===== config.mk =====
export PLATFORM = sky130hd
export DESIGN_NAME = ivm_vector_mapper
export DESIGN_NICKNAME = d
export VERILOG_FILES = /design/src/ivm_pkg.sv /design/src/ivm_prio_mem.sv /design/src/ivm_vector_mapper.sv
export VERILOG_INCLUDE_DIRS = /design/src
export SDC_FILE = /design/constraint.sdc
export NUM_CORES = 2
export LEC_CHECK = 0
export ABC_AREA = 1
export BUFFER_PORTS_ARGS = -buffer_cell sky130_fd_sc_hd__buf_2
export CAP_MARGIN = 5
export CORE_MARGIN = 3
export CORE_UTILIZATION = 45
export DETAILED_ROUTE_END_ITERATION = 10
export PLACE_DENSITY = 0.59
export SLEW_MARGIN = 25
export SYNTH_ARGS = -nofsm -noshare
export SYNTH_HDL_FRONTEND = slang
export SYNTH_SLANG_ARGS = --single-unit

===== constraint.sdc =====
create_clock -name clk_i -period 19.8 [get_ports clk_i]
set_clock_uncertainty 0.15 [all_clocks]
set_input_delay 1.98 -clock clk_i [delete_from_list [all_inputs] [get_ports clk_i]]
set_output_delay 1.98 -clock clk_i [all_outputs]
set_load 0.05 [all_outputs]

===== src/ivm_defs.svh =====
// constants for the reset and vector table mapper
`ifndef IVM_DEFS_SVH
`define IVM_DEFS_SVH

`define IVM_RESET_ADDR 24'h000000
`define IVM_PRI_BASE 24'h000004
`define IVM_ALT_OFFSET 24'h000100
`define IVM_IRQ_VEC_BASE 8'h08
`define IVM_MAX_SRC 128
`define IVM_TRAP_IMPL 8'h1e
`define IVM_TRAP_IPL 4'h8

`define IVM_REG_CTRL 12'h000
`define IVM_REG_TEST 12'h004
`define IVM_REG_TRAP 12'h008
`define IVM_REG_EVT_STAT 12'h00c
`define IVM_REG_EVT_MASK 12'h010
`define IVM_REG_FLAG_BASE 12'h040
`define IVM_REG_EN_BASE 12'h080
`define IVM_REG_PRIO_BASE 12'h100

`define IVM_CTRL_ALT_BIT 0
`define IVM_TEST_VEC_LSB 0
`define IVM_TEST_ILR_LSB 8
`define IVM_EVT_ACK_BIT 0
`define IVM_EVT_TRAP_BIT 1
`define IVM_PRIO_FIELD_STRIDE 4

`define IVM_TRAP1_ADDR 24'h000006
`define IVM_INT0_ADDR 24'h000014
`define IVM_PMP_VEC 8'h35
`define IVM_PMP_ADDR 24'h00006e
`define IVM_ICN_VEC 8'h1b
`define IVM_ICN_ADDR 24'h00003a
`define IVM_KSTORE_VEC 8'h40
`define IVM_KSTORE_ADDR 24'h000084
`define IVM_RTC_VEC 8'h46
`define IVM_RTC_ADDR 24'h000090

`endif


===== src/ivm_pkg.sv =====
// types and address helpers for the reset and vector table mapper
`default_nettype none
`include "ivm_defs.svh"

package ivm_pkg;

  typedef enum logic [1:0] {
    BUS_IDLE = 2'b00,
    BUS_RD_MEM = 2'b01,
    BUS_RD_OUT = 2'b10
  } ivm_bus_st_type;

  typedef struct packed {
    logic req;
    logic [7:0] vec;
    logic [23:0] addr;
    logic [3:0] ipl;
  } ivm_core_req_type;

  typedef struct packed {
    logic [7:0] vec;
    logic [3:0] ilr;
  } ivm_test_type;

  typedef struct packed {
    ivm_bus_st_type bus_st;
    logic ph_vld;
    logic ph_wr;
    logic [11:0] ph_addr;
    logic hready;
    logic [31:0] hrdata;
    logic alt_sel;
    logic [7:0] trap_flags;
    logic [127:0] flags;
    logic [127:0] enables;
    logic [1:0] evt_stat;
    logic [1:0] evt_mask;
    logic irq;
    ivm_test_type test;
    ivm_core_req_type core;
    logic pc_load;
    logic [4:0] scan_idx;
    logic [4:0] rd_idx;
    logic rd_vld;
    logic best_vld;
    logic [6:0] best_n;
    logic [2:0] best_p;
    logic cand_vld;
    logic [6:0] cand_n;
    logic [2:0] cand_p;
  } ivm_state_type;

  // table word address of a vector, primary or alternate
  function automatic logic [23:0] ivm_vec_addr(input logic [7:0] vec, input logic alt);
    ivm_vec_addr = `IVM_PRI_BASE + {15'h0000, vec, 1'b0} + (alt ? `IVM_ALT_OFFSET : 24'h000000);
  endfunction

  // vector number of a peripheral request
  function automatic logic [7:0] ivm_irq_vec(input logic [6:0] n);
    ivm_irq_vec = {1'b0, n} + `IVM_IRQ_VEC_BASE;
  endfunction

endpackage

`default_nettype wire


===== src/ivm_prio_mem.sv =====
// priority word store with registered read data
`timescale 1ns/1ps
`default_nettype none

module ivm_prio_mem #(
  parameter int DEPTH = 32,
  parameter int WIDTH = 16,
  parameter int AW = 5
) (
  // clock
  input wire logic clk_i,
  // write port
  input wire logic we_i,
  input wire logic [AW-1:0] waddr_i,
  input wire logic [WIDTH-1:0] wdata_i,
  // read port
  input wire logic [AW-1:0] raddr_i,
  output logic [WIDTH-1:0] rdata_o
);

  logic [WIDTH-1:0] mem_r [DEPTH];
  logic [WIDTH-1:0] rdata_r;

  always_ff @(posedge clk_i)
  begin
    if (we_i)
    begin
      mem_r[waddr_i] <= wdata_i;
    end
    rdata_r <= mem_r[raddr_i];
  end

  assign rdata_o = rdata_r;

endmodule

`default_nettype wire


===== src/ivm_vector_mapper.sv =====
// reset entry, vector lookup and request arbitration with ahb-lite registers
// Operation
// - reset clears registers except the priority words, forces program counter zero
// - execution starts at address zero after reset
// - eight trap vectors from word four, step two
// - alternate table address is primary plus 100h
// - request n uses vector n+8, base+2*vector
// - flag bit n%16, priority field per 4
// - key-store done: request 56, vector 64
// - parallel master port: request 45, vector 53
// - realtime calendar: request 62, vector 70
// - input change notify: request 19, vector 27
// - select bit switches all fetches to alternate
// - lower vector address wins among equals
// - flags set by hardware, cleared by software
// - accepted request latches vector and level
//
// The AHB-Lite slave port and the register addresses are this design's own decisions.
`timescale 1ns/1ps
`default_nettype none
`include "ivm_defs.svh"

module ivm_vector_mapper #(
  parameter int NUM_SRC = 118,
  parameter int NUM_PWORD = 30
) (
  // clock and reset
  input wire logic clk_i,
  input wire logic rst_i,
  // ahb-lite slave
  input wire logic hsel_i,
  input wire logic [31:0] haddr_i,
  input wire logic [1:0] htrans_i,
  input wire logic hwrite_i,
  input wire logic [2:0] hsize_i,
  input wire logic [31:0] hwdata_i,
  input wire logic hready_i,
  output logic [31:0] hrdata_o,
  output logic hreadyout_o,
  output logic hresp_o,
  // request sources
  input wire logic [NUM_SRC-1:0] irq_i,
  input wire logic [7:0] trap_i,
  // processor core
  input wire logic [3:0] cpu_ipl_i,
  input wire logic core_ack_i,
  output ivm_pkg::ivm_core_req_type core_o,
  output logic pc_load_o,
  output logic [23:0] pc_addr_o,
  // interrupt
  output logic irq_o
);

  localparam logic [127:0] SRC_MASK = {128{1'b1}} >> (`IVM_MAX_SRC - NUM_SRC);
  localparam logic [4:0] LAST_PWORD = 5'(NUM_PWORD - 1);

  ivm_pkg::ivm_state_type st_r;
  ivm_pkg::ivm_state_type st_nxt;
  logic mem_we;
  logic [4:0] mem_waddr;
  logic [15:0] mem_wdata;
  logic [4:0] mem_raddr;
  logic [15:0] mem_rdata;
  logic trap_hit;
  logic [7:0] trap_vec;
  logic pend_ok;
  logic ack;
  ivm_prio_mem #(
    .DEPTH(32),
    .WIDTH(16),
    .AW(5)
  ) u_prio_mem (
    .clk_i(clk_i),
    .we_i(mem_we),
    .waddr_i(mem_waddr),
    .wdata_i(mem_wdata),
    .raddr_i(mem_raddr),
    .rdata_o(mem_rdata)
  );
  always_comb
  begin
    logic [6:0] n;
    logic [2:0] p;
    logic b_vld;
    logic [6:0] b_n;
    logic [2:0] b_p;
    logic [11:0] a;
    n = 7'h00;
    p = 3'h0;
    b_vld = 1'b0;
    b_n = 7'h00;
    b_p = 3'h0;
    a = st_r.ph_addr;
    st_nxt = st_r;
    mem_we = 1'b0;
    mem_waddr = a[6:2];
    mem_wdata = hwdata_i[15:0];
    mem_raddr = st_r.scan_idx;
    st_nxt.pc_load = 1'b0;
    if (st_r.ph_vld && st_r.ph_wr && st_r.hready)
    begin
      if (a == `IVM_REG_CTRL)
      begin
        st_nxt.alt_sel = hwdata_i[`IVM_CTRL_ALT_BIT];
      end
      else if (a == `IVM_REG_TRAP)
      begin
        st_nxt.trap_flags = hwdata_i[7:0];
      end
      else if (a == `IVM_REG_EVT_MASK)
      begin
        st_nxt.evt_mask = hwdata_i[1:0];
      end
      else if ({a[11:5], 5'h00} == `IVM_REG_FLAG_BASE)
      begin
        st_nxt.flags[{a[4:2], 4'h0} +: 16] = hwdata_i[15:0];
      end
      else if ({a[11:5], 5'h00} == `IVM_REG_EN_BASE)
      begin
        st_nxt.enables[{a[4:2], 4'h0} +: 16] = hwdata_i[15:0];
      end
      else if ({a[11:7], 7'h00} == `IVM_REG_PRIO_BASE)
      begin
        mem_we = 1'b1;
      end
    end
    case (st_r.bus_st)
      ivm_pkg::BUS_RD_MEM:
      begin
        mem_raddr = a[6:2];
        st_nxt.bus_st = ivm_pkg::BUS_RD_OUT;
      end
      ivm_pkg::BUS_RD_OUT:
      begin
        st_nxt.hrdata = 32'h00000000;
        if (a == `IVM_REG_CTRL)
        begin
          st_nxt.hrdata[`IVM_CTRL_ALT_BIT] = st_r.alt_sel;
        end
        else if (a == `IVM_REG_TEST)
        begin
          st_nxt.hrdata[`IVM_TEST_VEC_LSB +: 8] = st_r.test.vec;
          st_nxt.hrdata[`IVM_TEST_ILR_LSB +: 4] = st_r.test.ilr;
        end
        else if (a == `IVM_REG_TRAP)
        begin
          st_nxt.hrdata[7:0] = st_r.trap_flags;
        end
        else if (a == `IVM_REG_EVT_STAT)
        begin
          st_nxt.hrdata[1:0] = st_r.evt_stat;
          st_nxt.evt_stat = 2'b00;
        end
        else if (a == `IVM_REG_EVT_MASK)
        begin
          st_nxt.hrdata[1:0] = st_r.evt_mask;
        end
        else if ({a[11:5], 5'h00} == `IVM_REG_FLAG_BASE)
        begin
          st_nxt.hrdata[15:0] = st_r.flags[{a[4:2], 4'h0} +: 16];
        end
        else if ({a[11:5], 5'h00} == `IVM_REG_EN_BASE)
        begin
          st_nxt.hrdata[15:0] = st_r.enables[{a[4:2], 4'h0} +: 16];
        end
        else if ({a[11:7], 7'h00} == `IVM_REG_PRIO_BASE)
        begin
          st_nxt.hrdata[15:0] = mem_rdata;
        end
        st_nxt.hready = 1'b1;
        st_nxt.bus_st = ivm_pkg::BUS_IDLE;
      end
      default:
      begin
        st_nxt.bus_st = ivm_pkg::BUS_IDLE;
      end
    endcase
    // address phase last, so the idle branch keeps a new read
    st_nxt.ph_vld = 1'b0;
    if (hready_i && hsel_i && htrans_i[1])
    begin
      st_nxt.ph_vld = 1'b1;
      st_nxt.ph_wr = hwrite_i && (hsize_i == 3'b010);
      st_nxt.ph_addr = haddr_i[11:0];
      if (!hwrite_i)
      begin
        st_nxt.hready = 1'b0;
        st_nxt.bus_st = ivm_pkg::BUS_RD_MEM;
      end
    end
    // hardware sets win over software clears
    st_nxt.flags[NUM_SRC-1:0] = st_nxt.flags[NUM_SRC-1:0] | irq_i;
    st_nxt.flags = st_nxt.flags & SRC_MASK;
    st_nxt.enables = st_nxt.enables & SRC_MASK;
    st_nxt.trap_flags = st_nxt.trap_flags | (trap_i & `IVM_TRAP_IMPL);
    st_nxt.rd_vld = (st_r.bus_st != ivm_pkg::BUS_RD_MEM);
    if (st_nxt.rd_vld)
    begin
      st_nxt.rd_idx = st_r.scan_idx;
      st_nxt.scan_idx = (st_r.scan_idx == LAST_PWORD) ? 5'h00 : st_r.scan_idx + 5'h01;
    end
    if (st_r.rd_vld)
    begin
      b_vld = (st_r.rd_idx == 5'h00) ? 1'b0 : st_r.best_vld;
      b_n = st_r.best_n;
      b_p = st_r.best_p;
      for (int k = 0; k < 4; k++)
      begin
        n = {st_r.rd_idx, 2'(k)};
        p = mem_rdata[k * `IVM_PRIO_FIELD_STRIDE +: 3];
        // strict compare keeps the lower vector on a tie
        if ((32'(n) < NUM_SRC) && st_r.flags[n] && st_r.enables[n] &&
            ({1'b0, p} > cpu_ipl_i) && (!b_vld || (p > b_p)))
        begin
          b_vld = 1'b1;
          b_n = n;
          b_p = p;
        end
      end
      st_nxt.best_vld = b_vld;
      st_nxt.best_n = b_n;
      st_nxt.best_p = b_p;
      if (st_r.rd_idx == LAST_PWORD)
      begin
        st_nxt.cand_vld = b_vld;
        st_nxt.cand_n = b_n;
        st_nxt.cand_p = b_p;
      end
    end
    trap_hit = 1'b0;
    trap_vec = 8'h00;
    for (int i = 7; i >= 0; i--)
    begin
      if (st_r.trap_flags[i] && (`IVM_TRAP_IPL > cpu_ipl_i))
      begin
        trap_hit = 1'b1;
        trap_vec = 8'(i);
      end
    end
    pend_ok = st_r.cand_vld && st_r.flags[st_r.cand_n] && st_r.enables[st_r.cand_n] &&
              ({1'b0, st_r.cand_p} > cpu_ipl_i);
    ack = core_ack_i && st_r.core.req;
    if (trap_hit)
    begin
      st_nxt.core.vec = trap_vec;
      st_nxt.core.ipl = `IVM_TRAP_IPL;
    end
    else
    begin
      st_nxt.core.vec = ivm_pkg::ivm_irq_vec(st_r.cand_n);
      st_nxt.core.ipl = {1'b0, st_r.cand_p};
    end
    st_nxt.core.addr = ivm_pkg::ivm_vec_addr(st_nxt.core.vec, st_r.alt_sel);
    st_nxt.core.req = (trap_hit || pend_ok) && !ack;
    if (ack)
    begin
      st_nxt.test.vec = st_r.core.vec;
      st_nxt.test.ilr = st_r.core.ipl;
      if (st_r.core.vec < `IVM_IRQ_VEC_BASE)
      begin
        st_nxt.evt_stat[`IVM_EVT_TRAP_BIT] = 1'b1;
      end
      else
      begin
        st_nxt.evt_stat[`IVM_EVT_ACK_BIT] = 1'b1;
      end
    end
    st_nxt.irq = |(st_nxt.evt_stat & st_nxt.evt_mask);
  end

  always_ff @(posedge clk_i or posedge rst_i)
  begin
    if (rst_i)
    begin
      st_r <= '0;
      st_r.hready <= 1'b1;
      st_r.pc_load <= 1'b1;
    end
    else
    begin
      st_r <= st_nxt;
    end
  end

  assign hrdata_o = st_r.hrdata;
  assign hreadyout_o = st_r.hready;
  assign hresp_o = 1'b0;
  assign core_o = st_r.core;
  assign pc_load_o = st_r.pc_load;
  assign pc_addr_o = `IVM_RESET_ADDR;
  assign irq_o = st_r.irq;
endmodule

`default_nettype wire


After elaboration in Yosys (flattened, before gate mapping):

Memories as Yosys holds them, arrays and structs flattened. A register that Yosys moved wholly into a read port is not among the register bits.
Cells that the tools add are included.

* bits in writable memories: 512
* register bits after elaboration: 353
* bits of input ports: 205
* memories kept: 1

Memories
* u_prio_mem.mem_r: words 32, bits a word 16, read ports 1, clocked after Yosys merged registers in 1, wr ports 1, RTL line ivm_prio_mem.sv:21 `logic [WIDTH-1:0] mem_r [DEPTH];`

* shifts and indexed selects: 4
* reductions and logical operators: 50
* bitwise operators: 7
* magnitude comparators: 20
* $add $sub $neg: 5
* mux-type cells: 115
* equal/unequal tests: 13

Operator list (count)
* $mux W264: 2
* $mux W256: 2
* $mux W128: 3
* $bwmux W128: 2
* $shiftx A128 B8 Y16: 2
* $mux W16: 9
* $shift A16 B9 Y128 const A: 1
* $shiftx A16 B9 Y128: 1
* $or A118 B118 Y118: 1
* $mux W8: 11
* $bmux W1 S5: 8
* $lt A7 B8 Y1 const B: 5
* $mux W1: 39
* $logic_and A1 B1 Y1: 34
* $mux W33: 1
* $lt A7 B7 Y1 const B: 4
* $mux W14: 2
* $mux W2: 14
* $mux W7: 4
* $eq A12 B4 Y1 const B: 2
* $mux W3: 8
* $gt A3 B4 Y1: 5
* $mux W17: 1
* $mux W15: 1
* 33 further kinds: 52

Longest topological paths before layout:

* depth after elaboration: 22
* depth in mapped cells: 42

By module:

Synthesis repeated with hierarchy kept, for this count alone.

* cell total of the unflattened synthesis: 4615
* area total of the unflattened synthesis: 42380.6 um^2

By module, submodules not included
* ivm_prio_mem: times used 1, cells an instance 1794, area each 21301.7 um^2, sequential area each 15695.1 um^2
* ivm_vector_mapper: times used 1, cells an instance 2821, area each 21079.0 um^2, sequential area each 8760.9 um^2

Worst setup path after synthesis:

No wires, ideal clock.

* kind: input-to-reg
* from: in cpu_ipl_i[2]
* to: reg st_r[16] (netlist bit)
* setup slack: 13485 ps
* stages: 35
* arrival: 6047 ps
* required time: 19532 ps
* setup time: 118 ps
* buffers on the path: 2
* path through: inv_1 > ha_1 > a31oi_1 > nand2_1 > inv_1 > nand4_1 > nand2_1 > nand2_1 > ha_1 > nand2_1 > o21ai_0 > nand2_1 > nand2_1 > nand2_1 > nand2_1 > nand2_1 > ha_1 > a21oi_1 > o21ai_0 > nand2_1 > nand2_1 > nand2_1 > buf_2 > nand3_1 > and2_1 > ha_1 > a21oi_1 > o21ai_0 > nand2_1 > nand2_1 > nand2_1 > buf_2 > nand4_1 > nand3_1 > nand2_1

* longest elaborated chain between the ends: 19
* elaborated cells on any way between the ends: 37

RTL lines
* start, declared: RTL line ivm_vector_mapper.sv:45 `input wire logic [3:0] cpu_ipl_i,`
* $gt A3 B4 Y1: RTL line ivm_vector_mapper.sv:213 `({1'b0, p} > cpu_ipl_i) && (!b_vld || (p > b_p)))`
* $logic_and A1 B1 Y1: RTL line ivm_vector_mapper.sv:212 `if ((32'(n) < NUM_SRC) && st_r.flags[n] && st_r.enables[n] &&`
* $logic_and A1 B1 Y1: RTL line ivm_vector_mapper.sv:213
* $mux W3 / $mux W1 (equally long branches): RTL line ivm_vector_mapper.sv:212
* $mux W3 / $mux W1 (equally long branches): RTL line ivm_vector_mapper.sv:202 `if (st_r.rd_vld)`
* $gt A3 B3 Y1 / $logic_not A1 Y1 (equally long branches): RTL line ivm_vector_mapper.sv:213
* $logic_or A1 B1 Y1: RTL line ivm_vector_mapper.sv:213
* $logic_and A1 B1 Y1: RTL line ivm_vector_mapper.sv:213
* [... 3 more ...]
* $logic_or A1 B1 Y1: RTL line ivm_vector_mapper.sv:213
* $logic_and A1 B1 Y1: RTL line ivm_vector_mapper.sv:213
* $mux W3 / $mux W1 (equally long branches): RTL line ivm_vector_mapper.sv:212
* $mux W3 / $mux W1 (equally long branches): RTL line ivm_vector_mapper.sv:202
* $gt A3 B3 Y1 / $logic_not A1 Y1 (equally long branches): RTL line ivm_vector_mapper.sv:213
* $logic_or A1 B1 Y1: RTL line ivm_vector_mapper.sv:213
* $logic_and A1 B1 Y1: RTL line ivm_vector_mapper.sv:213
* $mux W7 *: RTL line ivm_vector_mapper.sv:212
* end signal, assigned: RTL line ivm_vector_mapper.sv:281 `st_r <= st_nxt;`
* end, declared: RTL line ivm_vector_mapper.sv:57 `ivm_pkg::ivm_state_type st_r;`

Every way passes the cells marked *; elsewhere a longest branch is shown, timed or not. The select of a mux whose other input is x is not followed.
A chain may end at the register's enable or synchronous reset.

Worst setup path after layout:

* from: reg st_r[23] (netlist bit)
* to: reg st_r[18] (netlist bit)

* longest elaborated chain between the ends: 22
* elaborated cells on any way between the ends: 65

RTL lines (RTL line)
* $bmux W1 S5: ivm_vector_mapper.sv:212
* $mux W1 (not written as such): ivm_vector_mapper.sv:212
* $logic_and A1 B1 Y1 (3 in series): ivm_vector_mapper.sv:212
* $logic_and A1 B1 Y1: ivm_vector_mapper.sv:213
* $mux W3 / $mux W1 (equally long branches): ivm_vector_mapper.sv:212
* $mux W3 / $mux W1 (equally long branches): ivm_vector_mapper.sv:202
* $gt A3 B3 Y1 / $logic_not A1 Y1 (equally long branches): ivm_vector_mapper.sv:213
* $logic_or A1 B1 Y1: ivm_vector_mapper.sv:213
* [... 4 more ...]
* $logic_or A1 B1 Y1: ivm_vector_mapper.sv:213
* $logic_and A1 B1 Y1: ivm_vector_mapper.sv:213
* $mux W3 / $mux W1 (equally long branches): ivm_vector_mapper.sv:212
* $mux W3 / $mux W1 (equally long branches): ivm_vector_mapper.sv:202
* $gt A3 B3 Y1 / $logic_not A1 Y1 (equally long branches): ivm_vector_mapper.sv:213
* $logic_or A1 B1 Y1: ivm_vector_mapper.sv:213
* $logic_and A1 B1 Y1: ivm_vector_mapper.sv:213
* $mux W7 *: ivm_vector_mapper.sv:212

Marked as above.

==> results.sh <==
export IMPL_seqCellArea_mm2=0.02447
export IMPL_layout_commonest_cell="o21ai_0"
export IMPL_cts_resized=0
export IMPL_cp_slowest_cell="dfrtp_2"
export IMPL_p_int_uw=3612
export IMPL_clockPowerShare_pct=28.0
export IMPL_avgSynthCellArea_um2=9.495
export IMPL_ys_types=50
export IMPL_status="finished, final reports clean"
export IMPL_dpl_hpwl_mm=113.0
export IMPL_synth_top_family_by_area="compound AO/OA/AOI/OAI gates"
export IMPL_seq_area_frac_synth_pct=58.66
export IMPL_switchingPower_uw=2641
export IMPL_worstHoldStart="st_r[81]$_DFFE_PP0P_"
export IMPL_fp_dieArea_mm2=0.09634
export IMPL_final_cell_mix="657 x o21ai_0, 653 x nand2_1, 512 x edfxtp_1"
export IMPL_min_path_cells=2
export IMPL_nFillCells=8680
export IMPL_postRouteWirelength_mm=167.2
export IMPL_pin_count=302
export IMPL_syn_area_mm2=0.04169
export IMPL_drv_cap=0
export IMPL_cts_sinks=878
export IMPL_fp_dieW_um=310.4
export IMPL_grt_max_degree=204
export IMPL_path_max_fanout=32
export IMPL_setup_tns_ps=0
export IMPL_crit_top_cell="nand2_1"
export IMPL_fmax_ghz=0.1371
export IMPL_timing_final_crit_share_pct=36.83
export IMPL_fin_total_pwr_uw=6252
export IMPL_p_per_area_mw_per_mm2=134.3
export IMPL_final_antenna_net_count=0
export IMPL_cts_root_buf="clkbuf_16"
export IMPL_max_slew_margin_pct=24.89
export IMPL_finalMaxSlewViolations=0
export IMPL_place_ws_ps=12100
export IMPL_dr_pass1_iters=6
export IMPL_synth_simple_area_share_pct=15.65
export IMPL_synth_seq_cells=878
export IMPL_r2r_cells=40
export IMPL_syn2layout_area_growth_pct=11.70
export IMPL_worst_setup_path_end_kind="flip-flop"
export IMPL_worstMarginPinSlew_ps=1122
export IMPL_synthFlopType="edfxtp_1"
export IMPL_r2r_slack_ps=12510
export IMPL_hold_buffers=0
export IMPL_required_ps=20260
export IMPL_core_area_mm2=0.09180
export IMPL_cts_buffer_depth=3
export IMPL_yosysTopAreaCellShare_pct=36.88
export IMPL_wire_per_inst_um=28.95
export IMPL_antenna_found_initial=3
export IMPL_hold_class="flip-flop to flip-flop"
export IMPL_cpPeakStageDelay_ps=690
export IMPL_switching_share_pct=42.23
export IMPL_synth_xor_area_share_pct=0.1471
export IMPL_start_kind="flip-flop"
export IMPL_critPathArrivalTime_ps=7760
export IMPL_multi_input_area_mm2=0.01493
export IMPL_cts_setup_buffers=0
export IMPL_grt_overflow_total=0
export IMPL_synth_area_leaders="edfxtp_1 37%, dfrtp_1 21%, o21ai_0 7.9%"
export IMPL_clkTransAtPathRegs_ps=70
export IMPL_layout_drive_gt1_share_pct=10.59
export IMPL_num_rows=111
export IMPL_yosys_warnings=0
export IMPL_synth_top_cell_by_area="edfxtp_1"
export IMPL_start_util_pct=45.41
export IMPL_synth_edf_count=512
export IMPL_dpl_cell_area_mm2=0.04348
export IMPL_peakVddDrop_v=0.0001004
export IMPL_synth_adder_area_share_pct=1.140
export IMPL_vias_per_cell=6.106
export IMPL_period_minus_slack_ps=7292
export IMPL_grt_pass1_vias=32470
export IMPL_numCtsBuffers=94
export IMPL_p_comb_share_pct=38.1
export IMPL_grt_usage_pct=34.17
export IMPL_setup_ws_ps=12510
export IMPL_syn_instance_count=4391
export IMPL_nets=4698
export IMPL_whs_endpoint="st_r[81]$_DFFE_PP0P_"
export IMPL_cts_htree_levels=3
export IMPL_rsz0062_at_grt="no"
export IMPL_die_y_um=310.4
export IMPL_synth_compound_area_share_pct=18.16
export IMPL_synth_mux_area_share_pct=0
export IMPL_synthArstFlopShare_pct=39.86
export IMPL_design_area_mm2=0.04657
export IMPL_p_leak_uw=0.01852
export IMPL_crit_type="flip-flop to flip-flop"
export IMPL_clkLatencyLatePin_ps=690
export IMPL_hold_viol=0
export IMPL_grt_first_pass_wirelength_mm=235.3
export IMPL_power_frac_seq_pct=33.9
export IMPL_gp_congestion=1.081
export IMPL_drt_iter0_drc=4213
export IMPL_cts_tree="done"
export IMPL_r2r_end="st_r[18]$_DFFE_PP0P_"
export IMPL_final_setup_viol_count=0
export IMPL_drcViolationCount=0
export IMPL_r2r_start="st_r[23]$_DFFE_PP0N_"
export IMPL_vias=35270
export IMPL_io_buffers=204
==> logic make-up (layout without fill, tap and decap cells) <==
logic type               count (synthesis)  count (layout)
AO/OA/AOI/OAI                         1299            1299
XOR/XNOR                                 7               7
adder cells (fa/ha/maj)                 38              38
buffers and inverters                  590             674
flip-flops                             878             878
other                                    1              59
AND/OR/NAND/NOR                       1578            1578
==> how the worst max path moves through the flow <==
stage                     slack [ps]  cells after the start                   end                 start
after detailed placement       12100                     36  st_r[17]$_DFFE_PP0P_          cpu_ipl_i[2]
after floorplan                 7970                      1   core_o[0]$_DFF_PP0_                 rst_i
after global routing           11970                     36  st_r[18]$_DFFE_PP0P_  st_r[24]$_DFFE_PP0N_
final                          12510                     40  st_r[18]$_DFFE_PP0P_  st_r[23]$_DFFE_PP0N_
after global placement         12180                     36  st_r[17]$_DFFE_PP0P_          cpu_ipl_i[1]
after CTS                      12660                     40  st_r[18]$_DFFE_PP0P_  st_r[23]$_DFFE_PP0N_
==> synth_stat cells, types with 11 or more instances <==
| cell | instances |
|---|---|
| o21ai_0 | 658 |
| nand2_1 | 655 |
| edfxtp_1 | 512 |
| nor2_1 | 500 |
| nand3_1 | 370 |
| dfrtp_1 | 348 |
| a21oi_1 | 254 |
| clkbuf_1 | 251 |
| inv_1 | 189 |
| o221ai_1 | 129 |
| buf_4 | 95 |
| o211ai_1 | 77 |
| o31ai_1 | 70 |
| ha_1 | 38 |
| o22ai_1 | 30 |
| a31oi_1 | 24 |
| buf_1 | 23 |
| buf_2 | 21 |
| nand4_1 | 20 |
| dfxtp_1 | 16 |
| o21ai_1 | 12 |
| nor3_1 | 11 |
==> cell type report <==
| class | instances | area share [%] |
|---|---|---|
| sequential | 878 | 52.54 |
| tap | 1243 | 3.340 |
| timing repair buffer | 302 | 3.826 |
| antenna | 2 | 0.01075 |
| clock inverter | 36 | 0.7765 |
| multi-input combinational | 2979 | 32.06 |
| inverter | 200 | 1.647 |
| clock buffer | 136 | 5.806 |
==> sequential cells by signal (all words and copies together), names as in the netlist <==
| name | count |
|---|---|
| pc_load_o | 1 |
| st_r | 305 |
| hreadyout_o | 1 |
| u_prio_mem.rdata_o | 16 |
| core_o | 21 |
| hrdata_o | 16 |
| irq_o | 1 |
| mem_waddr | 5 |
| u_prio_mem.mem_r | 512 |
==> metrics by stage <==
stage | util [%] | cells | hold WS [ps]
after floorplan | - | 4447 | 293.1
after global placement | 47.36 | 5602 | 312.6
after detailed placement | 47.37 | 5602 | 313.3
after CTS | 50.71 | 5774 | 329.0
after global routing | 50.72 | 5774 | 345.4
final | 50.73 | 5776 | 325.3
==> per-layer routing <==
layer / vias up / part of all wire (%) / track usage (%) / wire (um)
li1: 15630 / - / - / -
met1: 17350 / 40 / 45.22 / 66190
met2: 1845 / 46 / 53.83 / 76280
met5: - / 0 / 0 / 0
met3: 441 / 7.6 / 4.737 / 12640
met4: 0 / 7.2 / 20.53 / 12070
==> power by group through the flow <==
| stage | sequential (uW) | combinational, uW | clock [uW] |
|---|---|---|---|
| 2_1_floorplan | 2080 | 1500 | 0 |
| 3_3_place_gp | 2150 | 2310 | 0 |
| 3_5_place_dp | 2150 | 2330 | 0 |
| 4_1_cts | 2120 | 2330 | 1770 |
| 5_1_grt | 2130 | 2550 | 1840 |
| 6_report | 2120 | 2380 | 1750 |
==> worst max-delay path: cells and delay by family, from the launching register on <==
| family | cells | cell delay [ps] |
|---|---|---|
| DFF | 1 | 690 |
| buffers and inverters | 4 | 990 |
| and+or+nand+nor | 29 | 3960 |
| adders and majority gates | 3 | 940 |
| AOI/OAI and AO/OA | 4 | 500 |
(Power assumes the default switching activity.)
